[config.mk]
export PLATFORM = sky130hd
export DESIGN_NAME = brd_defaults
export DESIGN_NICKNAME = d
export VERILOG_FILES = /design/src/verilog/brd_pkg.sv /design/src/verilog/brd_defaults.sv
export SDC_FILE = /design/constraint.sdc
export NUM_CORES = 1
export LEC_CHECK = 0
export BUFFER_PORTS_ARGS = -buffer_cell sky130_fd_sc_hd__buf_2
export CORE_MARGIN = 2
export CORE_UTILIZATION = 35
export CTS_BUF_LIST = sky130_fd_sc_hd__clkbuf_4 sky130_fd_sc_hd__clkbuf_8
export CTS_CLUSTER_DIAMETER = 100
export DETAILED_ROUTE_END_ITERATION = 16
export SYNTH_ARGS = -nofsm -noshare
export SYNTH_HDL_FRONTEND = slang
export SYNTH_SLANG_ARGS = --single-unit
[constraint.sdc]
create_clock -name CORE_CLK -period 6.41 [get_ports CORE_CLK]
set_input_delay 1.282 -clock CORE_CLK [delete_from_list [all_inputs] [get_ports CORE_CLK]]
set_output_delay 1.282 -clock CORE_CLK [all_outputs]
set_load 0.03 [all_outputs]
[src/verilog/brd_pkg.sv]
package brd_pkg;
  // Byte offsets of the register words
  localparam logic [5:0] OFS_LAMP = 6'h00;
  localparam logic [5:0] OFS_IRQ_MASK = 6'h04;
  localparam logic [5:0] OFS_CACHE = 6'h08;
  localparam logic [5:0] OFS_XLATE = 6'h0C;
  localparam logic [5:0] OFS_MEM = 6'h10;
  localparam logic [5:0] OFS_WDOG = 6'h14;
  localparam logic [5:0] OFS_SERIAL = 6'h18;
  localparam logic [5:0] OFS_BOOT = 6'h1C;
  localparam logic [5:0] OFS_VSLAVE = 6'h20;
  localparam logic [5:0] OFS_VMASTER = 6'h24;
  localparam logic [5:0] OFS_VINTR = 6'h28;
  localparam logic [5:0] OFS_SYSCTL = 6'h2C;
  localparam logic [5:0] OFS_IRQ_STAT = 6'h30;
  localparam logic [5:0] OFS_CMD = 6'h34;
  // Field positions
  localparam int CACHE_D_BIT = 31;
  localparam int CACHE_I_BIT = 15;
  localparam int XLATE_EN_BIT = 15;
  localparam int EVT_ABORT = 0;
  localparam int EVT_PARITY = 1;
  localparam int EVT_SYSFAIL = 2;
  // Reset values
  localparam logic [7:0] LAMP_APP_RST = 8'hFF;
  localparam logic LAMP_FAIL_RST = 1'b1;
  localparam logic [2:0] IRQ_MASK_RST = 3'h1;
  localparam logic [31:0] CACHE_RST = 32'h0000_0000;
  localparam logic [31:0] XLATE_RST = 32'h0000_0000;
  localparam logic [1:0] WDOG_RST = 2'h0;
  localparam logic [1:0] SERIAL_RST = 2'h0;
  localparam logic BOOT_RST = 1'b1;
  localparam logic [1:0] VSL_A32 = 2'h2;
  localparam logic [2:0] VSL_WIN_16MB = 3'h4;
  localparam logic [1:0] VMST_LEVEL_RST = 2'h3;
  localparam logic [2:0] VINTR_LEVEL_RST = 3'h7;
  localparam logic [7:0] VINTR_VEC_RST = 8'h00;
  localparam logic [6:0] VHND_RST = 7'h00;
  // VMEbus slave window settings
  typedef struct packed {
    logic [7:0] base;
    logic upper_range;
    logic [2:0] win_size;
    logic [1:0] addr_width;
    logic user_write;
    logic write_en;
    logic enable;
  } brd_vslave_t;
  localparam brd_vslave_t VSLAVE_RST = '{base: 8'h00, upper_range: 1'b0,
    win_size: VSL_WIN_16MB, addr_width: VSL_A32, user_write: 1'b0,
    write_en: 1'b0, enable: 1'b0};
  // VMEbus master and interrupter settings
  typedef struct packed {
    logic [1:0] level;
    logic fair;
    logic release_any;
  } brd_vmaster_t;
  localparam brd_vmaster_t VMASTER_RST = '{level: VMST_LEVEL_RST, fair: 1'b0,
    release_any: 1'b0};
  typedef struct packed {
    logic [6:0] handler_en;
    logic [7:0] vector;
    logic [2:0] level;
    logic run;
  } brd_vintr_t;
  localparam brd_vintr_t VINTR_RST = '{handler_en: VHND_RST, vector: VINTR_VEC_RST,
    level: VINTR_LEVEL_RST, run: 1'b0};
endpackage : brd_pkg

[src/verilog/brd_defaults.sv]
// Chosen here: the register offsets and the Avalon-MM register port.
module brd_defaults
  import brd_pkg::*;
(
  input wire logic CORE_CLK,
  input wire logic RESETN,
  input wire logic [5:0] AVS_ADDRESS,
  input wire logic AVS_READ,
  input wire logic AVS_WRITE,
  input wire logic [31:0] AVS_WRITEDATA,
  input wire logic [3:0] AVS_BYTEENABLE,
  output logic [31:0] AVS_READDATA,
  output logic AVS_WAITREQUEST,
  input wire logic ABORT_SW,
  input wire logic PARITY_ERR,
  input wire logic SYSFAIL_IN,
  input wire logic SYSRESET_IN,
  input wire logic JUMPER_FITTED,
  input wire logic [1:0] JUMPER_LEVEL,
  output logic [7:0] APP_LAMP,
  output logic FAIL_LAMP,
  output logic IRQ,
  output logic DCACHE_EN,
  output logic ICACHE_EN,
  output logic CACHE_INVALIDATE,
  output logic [31:0] XLATE_WORD,
  output logic PARITY_CHK_EN,
  output logic WDOG_HALT_EN,
  output logic WDOG_RUN_EN,
  output logic SER2_DRV_EN,
  output logic SER4_DRV_EN,
  output logic BOOT_ROM2_CPU2_EN,
  output brd_vslave_t VSLAVE_CFG,
  output logic VME_RELEASE_ANY,
  output logic VME_FAIR_REQ,
  output logic [1:0] VME_REQ_LEVEL,
  output brd_vintr_t VINTR_CFG,
  output logic SYSFAIL_DRV,
  output logic BOARD_RESET_REQ
);

  logic rst_meta_r; // First reset stage
  logic rst_n; // Synchronised reset
  logic wait_r; // Bus wait state
  logic [31:0] rdata_r; // Read data
  logic [31:0] rd_nxt; // Read mux
  logic acc; // Access completes this edge
  logic wr; // Completing write
  logic rd; // Completing read
  logic srst_r; // Board reset from backplane
  logic [8:0] lamp_r; // Fail lamp and app lamps
  logic [2:0] msk_r; // Interrupt mask
  logic [31:0] cache_r; // Cache control word
  logic inval_r; // Cache invalidate pulse
  logic [31:0] xlate_r; // Translation window word
  logic par_en_r; // Parity checking
  logic [1:0] wdog_r; // Watchdog monitors
  logic [1:0] ser_r; // Serial driver enables
  logic boot_r; // Second boot ROM access
  brd_vslave_t vsl_r; // Slave window
  brd_vmaster_t vms_r; // Master settings
  brd_vintr_t vin_r; // Interrupter settings
  logic [1:0] req_lvl_r; // Effective request level
  logic sres_ign_r; // Ignore backplane reset
  logic sfail_rel_r; // Failure line released
  logic sfail_rx_r; // Failure reception enable
  logic [2:0] st_r; // Sticky event status
  logic [2:0] st_nxt; // Next status
  logic [2:0] ev; // Events this cycle
  logic abort_d_r; // Abort switch delayed
  logic irq_r; // Interrupt output
  logic [31:0] lamp_m; // Lamp word after byte-lane merge
  logic [31:0] vsl_m; // Slave word after byte-lane merge
  logic [31:0] vin_m; // Interrupter word after byte-lane merge

  // Byte-lane merge of write data
  function automatic logic [31:0] merge(input logic [31:0] old);
    logic [31:0] res;
    res = old;
    for (int i = 0; i < 4; i++) begin
      if (AVS_BYTEENABLE[i]) begin
        res[i*8 +: 8] = AVS_WRITEDATA[i*8 +: 8];
      end
    end
    return res;
  endfunction : merge

  // Merged words for the narrow registers; a process so lane changes are seen
  always_comb begin
    lamp_m = merge({23'h0, lamp_r});
    vsl_m = merge({15'h0, vsl_r});
    vin_m = merge({13'h0, vin_r});
  end

  // Reset release through two flip-flops
  always_ff @(posedge CORE_CLK or negedge RESETN) begin
    if (!RESETN) begin
      rst_meta_r <= 1'b0;
      rst_n <= 1'b0;
    end else begin
      rst_meta_r <= 1'b1;
      rst_n <= rst_meta_r;
    end
  end

  // One wait cycle, then the access completes
  always_ff @(posedge CORE_CLK or negedge rst_n) begin
    if (!rst_n) begin
      wait_r <= 1'b1;
    end else if ((AVS_READ || AVS_WRITE) && wait_r) begin
      wait_r <= 1'b0;
    end else begin
      wait_r <= 1'b1;
    end
  end

  assign acc = (AVS_READ || AVS_WRITE) && !wait_r;
  assign wr = acc && AVS_WRITE;
  assign rd = acc && AVS_READ;

  // Backplane reset, honoured unless software chose to ignore it
  always_ff @(posedge CORE_CLK or negedge rst_n) begin
    if (!rst_n) begin
      srst_r <= 1'b0;
    end else begin
      srst_r <= SYSRESET_IN && !sres_ign_r;
    end
  end

  // Lamps: all on after reset
  always_ff @(posedge CORE_CLK or negedge rst_n) begin
    if (!rst_n) begin
      lamp_r <= {LAMP_FAIL_RST, LAMP_APP_RST};
    end else if (srst_r) begin
      lamp_r <= {LAMP_FAIL_RST, LAMP_APP_RST};
    end else if (wr && AVS_ADDRESS == OFS_LAMP) begin
      lamp_r <= lamp_m[8:0];
    end
  end

  // Interrupt mask; abort bit cannot be cleared
  always_ff @(posedge CORE_CLK or negedge rst_n) begin
    if (!rst_n) begin
      msk_r <= IRQ_MASK_RST;
    end else if (srst_r) begin
      msk_r <= IRQ_MASK_RST;
    end else if (wr && AVS_ADDRESS == OFS_IRQ_MASK) begin
      msk_r <= {AVS_WRITEDATA[2:1], 1'b1};
    end
  end

  // Cache word: only a full-word write takes; reset clears it
  always_ff @(posedge CORE_CLK or negedge rst_n) begin
    if (!rst_n) begin
      cache_r <= CACHE_RST;
    end else if (srst_r) begin
      cache_r <= CACHE_RST;
    end else if (wr && AVS_ADDRESS == OFS_CACHE && AVS_BYTEENABLE == 4'hF) begin
      cache_r <= AVS_WRITEDATA;
    end
  end

  // Invalidate only on software command, never on reset
  always_ff @(posedge CORE_CLK or negedge rst_n) begin
    if (!rst_n) begin
      inval_r <= 1'b0;
    end else begin
      inval_r <= wr && AVS_ADDRESS == OFS_CMD && AVS_WRITEDATA[0] && !srst_r;
    end
  end

  // Translation window: base, mask, enable/modes, attributes
  always_ff @(posedge CORE_CLK or negedge rst_n) begin
    if (!rst_n) begin
      xlate_r <= XLATE_RST;
    end else if (srst_r) begin
      xlate_r <= XLATE_RST;
    end else if (wr && AVS_ADDRESS == OFS_XLATE) begin
      xlate_r <= merge(xlate_r);
    end
  end

  // Parity, watchdog, serial, boot ROM controls
  always_ff @(posedge CORE_CLK or negedge rst_n) begin
    if (!rst_n) begin
      par_en_r <= 1'b0;
      wdog_r <= WDOG_RST;
      ser_r <= SERIAL_RST;
      boot_r <= BOOT_RST;
    end else if (srst_r) begin
      par_en_r <= 1'b0;
      wdog_r <= WDOG_RST;
      ser_r <= SERIAL_RST;
      boot_r <= BOOT_RST;
    end else if (wr) begin
      // Byte 0 carries these controls
      if (AVS_ADDRESS == OFS_MEM && AVS_BYTEENABLE[0]) begin
        par_en_r <= AVS_WRITEDATA[0];
      end
      if (AVS_ADDRESS == OFS_WDOG && AVS_BYTEENABLE[0]) begin
        wdog_r <= AVS_WRITEDATA[1:0];
      end
      if (AVS_ADDRESS == OFS_SERIAL && AVS_BYTEENABLE[0]) begin
        ser_r <= AVS_WRITEDATA[1:0];
      end
      if (AVS_ADDRESS == OFS_BOOT && AVS_BYTEENABLE[0]) begin
        boot_r <= AVS_WRITEDATA[0];
      end
    end
  end

  // VMEbus slave window
  always_ff @(posedge CORE_CLK or negedge rst_n) begin
    if (!rst_n) begin
      vsl_r <= VSLAVE_RST;
    end else if (srst_r) begin
      vsl_r <= VSLAVE_RST;
    end else if (wr && AVS_ADDRESS == OFS_VSLAVE) begin
      vsl_r <= vsl_m[16:0];
    end
  end

  // VMEbus master; a fitted jumper overrides the level
  always_ff @(posedge CORE_CLK or negedge rst_n) begin
    if (!rst_n) begin
      vms_r <= VMASTER_RST;
    end else if (srst_r) begin
      vms_r <= VMASTER_RST;
    end else if (wr && AVS_ADDRESS == OFS_VMASTER && AVS_BYTEENABLE[0]) begin
      vms_r <= AVS_WRITEDATA[3:0];
    end
  end

  // Effective request level
  always_ff @(posedge CORE_CLK or negedge rst_n) begin
    if (!rst_n) begin
      req_lvl_r <= VMST_LEVEL_RST;
    end else if (JUMPER_FITTED) begin
      req_lvl_r <= JUMPER_LEVEL;
    end else begin
      req_lvl_r <= vms_r.level;
    end
  end

  // VMEbus interrupter and handler levels
  always_ff @(posedge CORE_CLK or negedge rst_n) begin
    if (!rst_n) begin
      vin_r <= VINTR_RST;
    end else if (srst_r) begin
      vin_r <= VINTR_RST;
    end else if (wr && AVS_ADDRESS == OFS_VINTR) begin
      vin_r <= vin_m[18:0];
    end
  end

  // System line controls
  always_ff @(posedge CORE_CLK or negedge rst_n) begin
    if (!rst_n) begin
      sres_ign_r <= 1'b0;
      sfail_rel_r <= 1'b0;
      sfail_rx_r <= 1'b0;
    end else if (srst_r) begin
      sres_ign_r <= 1'b0;
      sfail_rel_r <= 1'b0;
      sfail_rx_r <= 1'b0;
    end else if (wr && AVS_ADDRESS == OFS_SYSCTL && AVS_BYTEENABLE[0]) begin
      sres_ign_r <= AVS_WRITEDATA[0];
      sfail_rel_r <= AVS_WRITEDATA[1];
      sfail_rx_r <= AVS_WRITEDATA[2];
    end
  end

  // Abort switch edge detect
  always_ff @(posedge CORE_CLK or negedge rst_n) begin
    if (!rst_n) begin
      abort_d_r <= 1'b0;
    end else begin
      abort_d_r <= ABORT_SW;
    end
  end

  // Events; parity and failure reception gated by their enables
  always_comb begin
    ev = 3'h0;
    ev[EVT_ABORT] = ABORT_SW && !abort_d_r;
    ev[EVT_PARITY] = PARITY_ERR && par_en_r;
    ev[EVT_SYSFAIL] = SYSFAIL_IN && sfail_rx_r;
    // Read clears only the bits it reported, a new event wins
    st_nxt = st_r;
    if (rd && AVS_ADDRESS == OFS_IRQ_STAT) begin
      st_nxt = st_r & ~rdata_r[2:0];
    end
    st_nxt = st_nxt | ev;
  end

  // Sticky status and interrupt level
  always_ff @(posedge CORE_CLK or negedge rst_n) begin
    if (!rst_n) begin
      st_r <= 3'h0;
      irq_r <= 1'b0;
    end else if (srst_r) begin
      st_r <= 3'h0;
      irq_r <= 1'b0;
    end else begin
      st_r <= st_nxt;
      irq_r <= |(st_nxt & msk_r);
    end
  end

  // Read mux; unmapped offsets read zero
  always_comb begin
    rd_nxt = 32'h0;
    unique case (AVS_ADDRESS)
      OFS_LAMP: rd_nxt = {23'h0, lamp_r};
      OFS_IRQ_MASK: rd_nxt = {29'h0, msk_r};
      OFS_CACHE: rd_nxt = cache_r;
      OFS_XLATE: rd_nxt = xlate_r;
      OFS_MEM: rd_nxt = {31'h0, par_en_r};
      OFS_WDOG: rd_nxt = {30'h0, wdog_r};
      OFS_SERIAL: rd_nxt = {30'h0, ser_r};
      OFS_BOOT: rd_nxt = {31'h0, boot_r};
      OFS_VSLAVE: rd_nxt = {15'h0, vsl_r};
      OFS_VMASTER: rd_nxt = {26'h0, req_lvl_r, vms_r};
      OFS_VINTR: rd_nxt = {13'h0, vin_r};
      OFS_SYSCTL: rd_nxt = {29'h0, sfail_rx_r, sfail_rel_r, sres_ign_r};
      OFS_IRQ_STAT: rd_nxt = {29'h0, st_r};
      default: rd_nxt = 32'h0;
    endcase
  end

  // Read data captured as the wait ends
  always_ff @(posedge CORE_CLK or negedge rst_n) begin
    if (!rst_n) begin
      rdata_r <= 32'h0;
    end else if (AVS_READ && wait_r) begin
      rdata_r <= rd_nxt;
    end
  end

  // Outputs straight from flip-flops; SYSFAIL_DRV through an inverter on sfail_rel_r
  assign AVS_READDATA = rdata_r;
  assign AVS_WAITREQUEST = wait_r;
  assign APP_LAMP = lamp_r[7:0];
  assign FAIL_LAMP = lamp_r[8];
  assign IRQ = irq_r;
  assign DCACHE_EN = cache_r[CACHE_D_BIT];
  assign ICACHE_EN = cache_r[CACHE_I_BIT];
  assign CACHE_INVALIDATE = inval_r;
  assign XLATE_WORD = xlate_r;
  assign PARITY_CHK_EN = par_en_r;
  assign WDOG_HALT_EN = wdog_r[0];
  assign WDOG_RUN_EN = wdog_r[1];
  assign SER2_DRV_EN = ser_r[0];
  assign SER4_DRV_EN = ser_r[1];
  assign BOOT_ROM2_CPU2_EN = boot_r;
  assign VSLAVE_CFG = vsl_r;
  assign VME_RELEASE_ANY = vms_r.release_any;
  assign VME_FAIR_REQ = vms_r.fair;
  assign VME_REQ_LEVEL = req_lvl_r;
  assign VINTR_CFG = vin_r;
  assign SYSFAIL_DRV = !sfail_rel_r;
  assign BOARD_RESET_REQ = srst_r;

  // Lamps lit at the first cycle out of reset
  property p_lamp_rst;
    @(posedge CORE_CLK) $rose(rst_n) |-> APP_LAMP == LAMP_APP_RST && FAIL_LAMP;
  endproperty
  a_lamp_rst: assert property (p_lamp_rst) else $error("lamps not on after reset");

  // Abort raises the interrupt one edge later unless a board reset is active
  property p_abort;
    @(posedge CORE_CLK) disable iff (!rst_n)
      (ABORT_SW && !abort_d_r && !srst_r) |=> ##0 IRQ;
  endproperty
  a_abort: assert property (p_abort) else $error("abort did not interrupt");

  // No parity event while checking is off
  property p_parity_off;
    @(posedge CORE_CLK) disable iff (!rst_n)
      (!par_en_r && !st_r[EVT_PARITY]) |=> !st_r[EVT_PARITY];
  endproperty
  a_parity_off: assert property (p_parity_off) else $error("parity event while off");

  // Partial writes leave the cache word alone
  property p_cache_whole;
    @(posedge CORE_CLK) disable iff (!rst_n)
      (wr && AVS_ADDRESS == OFS_CACHE && AVS_BYTEENABLE != 4'hF && !srst_r)
      |=> $stable(cache_r);
  endproperty
  a_cache_whole: assert property (p_cache_whole) else $error("partial cache write");

  // Board reset disables caches without invalidating
  property p_cache_rst;
    @(posedge CORE_CLK) disable iff (!rst_n)
      srst_r |=> !DCACHE_EN && !ICACHE_EN && !CACHE_INVALIDATE;
  endproperty
  a_cache_rst: assert property (p_cache_rst) else $error("cache reset state wrong");

  // Board reset leaves no translation window
  property p_xlate_rst;
    @(posedge CORE_CLK) disable iff (!rst_n) srst_r |=> XLATE_WORD == XLATE_RST;
  endproperty
  a_xlate_rst: assert property (p_xlate_rst) else $error("translation not cleared");

  // Backplane reset reaches defaults in two cycles
  property p_sysres;
    @(posedge CORE_CLK) disable iff (!rst_n)
      (SYSRESET_IN && !sres_ign_r) |=> BOARD_RESET_REQ ##1 (SYSFAIL_DRV && !SER2_DRV_EN
      && !SER4_DRV_EN && VSLAVE_CFG == VSLAVE_RST);
  endproperty
  a_sysres: assert property (p_sysres) else $error("backplane reset ignored");

  // Failure line driven after board reset
  property p_sysfail;
    @(posedge CORE_CLK) disable iff (!rst_n)
      srst_r |=> SYSFAIL_DRV && !sfail_rx_r && !WDOG_HALT_EN && !WDOG_RUN_EN;
  endproperty
  a_sysfail: assert property (p_sysfail) else $error("failure line not driven");

  // Request level follows software setting without jumper
  property p_req_lvl;
    @(posedge CORE_CLK) disable iff (!rst_n)
      !JUMPER_FITTED |=> VME_REQ_LEVEL == $past(vms_r.level);
  endproperty
  a_req_lvl: assert property (p_req_lvl) else $error("request level wrong");

  // Interrupter held after board reset
  property p_vintr;
    @(posedge CORE_CLK) disable iff (!rst_n)
      srst_r |=> !VINTR_CFG.run && VINTR_CFG.level == VINTR_LEVEL_RST
      && VINTR_CFG.handler_en == VHND_RST && BOOT_ROM2_CPU2_EN;
  endproperty
  a_vintr: assert property (p_vintr) else $error("interrupter not held");

endmodule : brd_defaults

==> qor.txt <==
share of cells above drive strength 1 = 30.30%
die outline height = 151.7 microns
post-synth net total = 816
largest stage delay on the critical path = 900 ps
IO Port Bufs = 178
VDD IR-drop max = 0.1036 mV
TritonCTS sink count = 168
CP delay by family, top = flip-flops
Slew @ Worst Pin = 1122 ps
io pins = 179
Reg clk slew, reported paths = 100 ps
crit end category = output port
Rows = 54
TritonCTS clock tree = done
number of cells on the critical path = 1
DR vias = 6,388
Worst R2R End = AVS_READDATA[6]
Critical Path Fanout Max = 64
CP startpoint kind = register
Root Buffer = clkbuf_8
Die ar. = 0.02303 sq mm
setup slack, reg-to-reg = 3900 ps
initial antenna violation count = 4
fin nets = 965
worst skew pair latency = 460 ps
Tcrit/Tclk final = 46.05%
GR met2 Demand/Resource = 32.70%
dpl ws = 3018 ps
H-tree levels = 4
CP cell instances = buf_2
synth unique cells = 54
most frequent cell after synthesis = dfrtp_1
Initial DRT Pass Iterations = 5
vias per inst = 5.297
gpl congestion = 0.8535
Synth area leaders = dfrtp_1 48%, dfstp_2 6.9%, nand2_1 5.3%, a21oi_1 4.5%, nor2_1 3.9%
Syn Area/Cell = 10.01 sq um
first-pass GRT wire length = 35,490 microns
DRC viols = 0
met1 GRT Util = 28.09%
TNS Setup = 0 ps
outcome = finished, final reports clean
worst rel slew slack = 25.19%
setup violators final = 0
Pwr Density = 250.6 mW/mm^2
Initial Utilization = 35.34%
GR peak layer = met2
PostCTS Resize Cnt = 0
Longest Clk Path Bufs = 2
Post-Syn Area = 0.007640 sq mm
cell taking the most area after synthesis = dfrtp_1
Seq cells post-synth = 168
Max Cap Violations = 0
Async S/R FF share, synth = 100.0%
grt total ovfl = 0
final hold vios = 0
Final min period = 2952 ps
Pleak = 4.307 nW
top-area cell type share of the netlist area = 48.48%
Die Width = 151.7 microns
Slew Limit Fails = 0
routed wire length = 23,290 microns
highest clock rate = 338.7 MHz
number of global-route vias before repair = 6,177
Arr. time, crit path = 1670 ps
grt met3 use = 4.491%
Main synth FF type = dfrtp_1
pin count of the biggest net entering global routing = 67
CP required = 5130 ps
core area = 0.02162 sq mm
final setup skew = 13.59 ps
final worst setup slack = 3458 ps
hold_buf cts = 0
GRT Overall Usage = 20.36%
Reg-to-Reg Start = AVS_WAITREQUEST
antenna viol nets, final = 0
Post-synth EDFFs = 0
Synth Instances = 763
post-DR wirelength/cell = 19.31 microns
Num CTS Buffers = 17
Seq/Total Area, Yosys = 55.36%
Buf/Inv on CP = 1
Area Growth Syn to Fin = 19.18%
most common library cells after synthesis = 148 x dfrtp_1, 108 x nand2_1, 79 x nor2_1
hold crit path type = register to async pin
postcts setup bufs = 0
RSZ-0062 raised after global routing = false
DP HPWL = 15,590 microns
kind of critical path = register to output port
worst-case reg-to-reg path depth = 4
slowest CP cell = dfrtp_4
drt first-iter violations = 509
Ys Warns = 0
-- cells by family (layout without fill, tap and decap cells) --
logic type / Yosys count / after routing / synth area share (%)
and+or+nand+nor: 300 / 300 / 18.60
AOI/OAI and AO/OA: 174 / 174 / 15.05
DFF: 168 / 168 / 55.36
buffers and inverters: 73 / 234 / 4.471
muxes: 47 / 47 / 6.469
other: 1 / 3 / 0.04908
-- where the power goes --
group | internal (mW) | switching, mW
clock network | 0.319 | 0.415
logic | 0.105 | 0.260
registers | 1.13 | 0.0575
total | 1.55 | 0.732
-- layout make-up --
type / instances / area, sq um
Clock buffer: 18 / 247.7
Tap cell: 280 / 350.3
Inverter: 10 / 37.54
Antenna cell: 2 / 5.005
Sequential cell: 168 / 4237
Timing Repair Buffer: 193 / 1003
Fill cell: 2193 / 12520
Multi-Input combinational cell: 522 / 3102
Clock inverter: 13 / 122.6
-- cell usage in the layout, fill, tap and decap left out, drive strengths merged, types with 3 or more instances in the layout --
master      n
a21oi      68
a221o       8
a221oi     12
a222oi     10
a22o        3
a31oi       7
a32o        5
and2        6
and3       19
and4        4
buf       193
clkbuf     18
clkinv      4
clkinvlp    4
dfrtp     148
dfstp      20
inv        14
mux2       19
mux2i      28
nand2     108
nand2b     21
nand3      26
nand4       7
nor2       79
nor2b      11
nor3        6
o21ai      42
o41a        3
-- routing by layer --
metal  vias up  routed length, microns
met4         4                     316
li1       2985                       -
met2       202                   10910
met5         -                      26
met1      3164                   10570
met3        33                    1475
-- worst max-delay path by stage --
stage | from | end | slack [ps]
after floorplan | rst_n | AVS_READDATA[0] | 1420
after global placement | AVS_ADDRESS[5] | AVS_READDATA[18] | 3030
after detailed placement | AVS_ADDRESS[5] | AVS_READDATA[18] | 3020
after CTS | BOARD_RESET_REQ | BOARD_RESET_REQ | 3410
after global routing | BOARD_RESET_REQ | BOARD_RESET_REQ | 3340
final | BOARD_RESET_REQ | BOARD_RESET_REQ | 3460
-- state kept, by name, summed over array words and instances, names as in the netlist, 2 cells and up --
register       count
AVS_READDATA      32
VINTR_CFG         19
VME_REQ_LEVEL      2
VSLAVE_CFG        17
XLATE_WORD        32
cache_r           32
lamp_r             9
msk_r              2
ser_r              2
st_r               3
vms_r              2
wdog_r             2
-- stage by stage --
| stage | utilization (%) | instances | hold slack, ps | cell area (sq um) | power [mW] |
|---|---|---|---|---|---|
| after floorplan | - | 763 | 331.2 | 7640 | 1.431 |
| after global placement | 40.38 | 1173 | 334.6 | 8730 | 1.568 |
| after detailed placement | 40.38 | 1173 | 337.9 | 8730 | 1.572 |
| after CTS | 42.09 | 1204 | 358.7 | 9100 | 2.309 |
| after global routing | 42.11 | 1206 | 368.1 | 9105 | 2.385 |
| final | 42.11 | 1206 | 355.3 | 9105 | 2.282 |
Power figures use the tool's default switching activity.
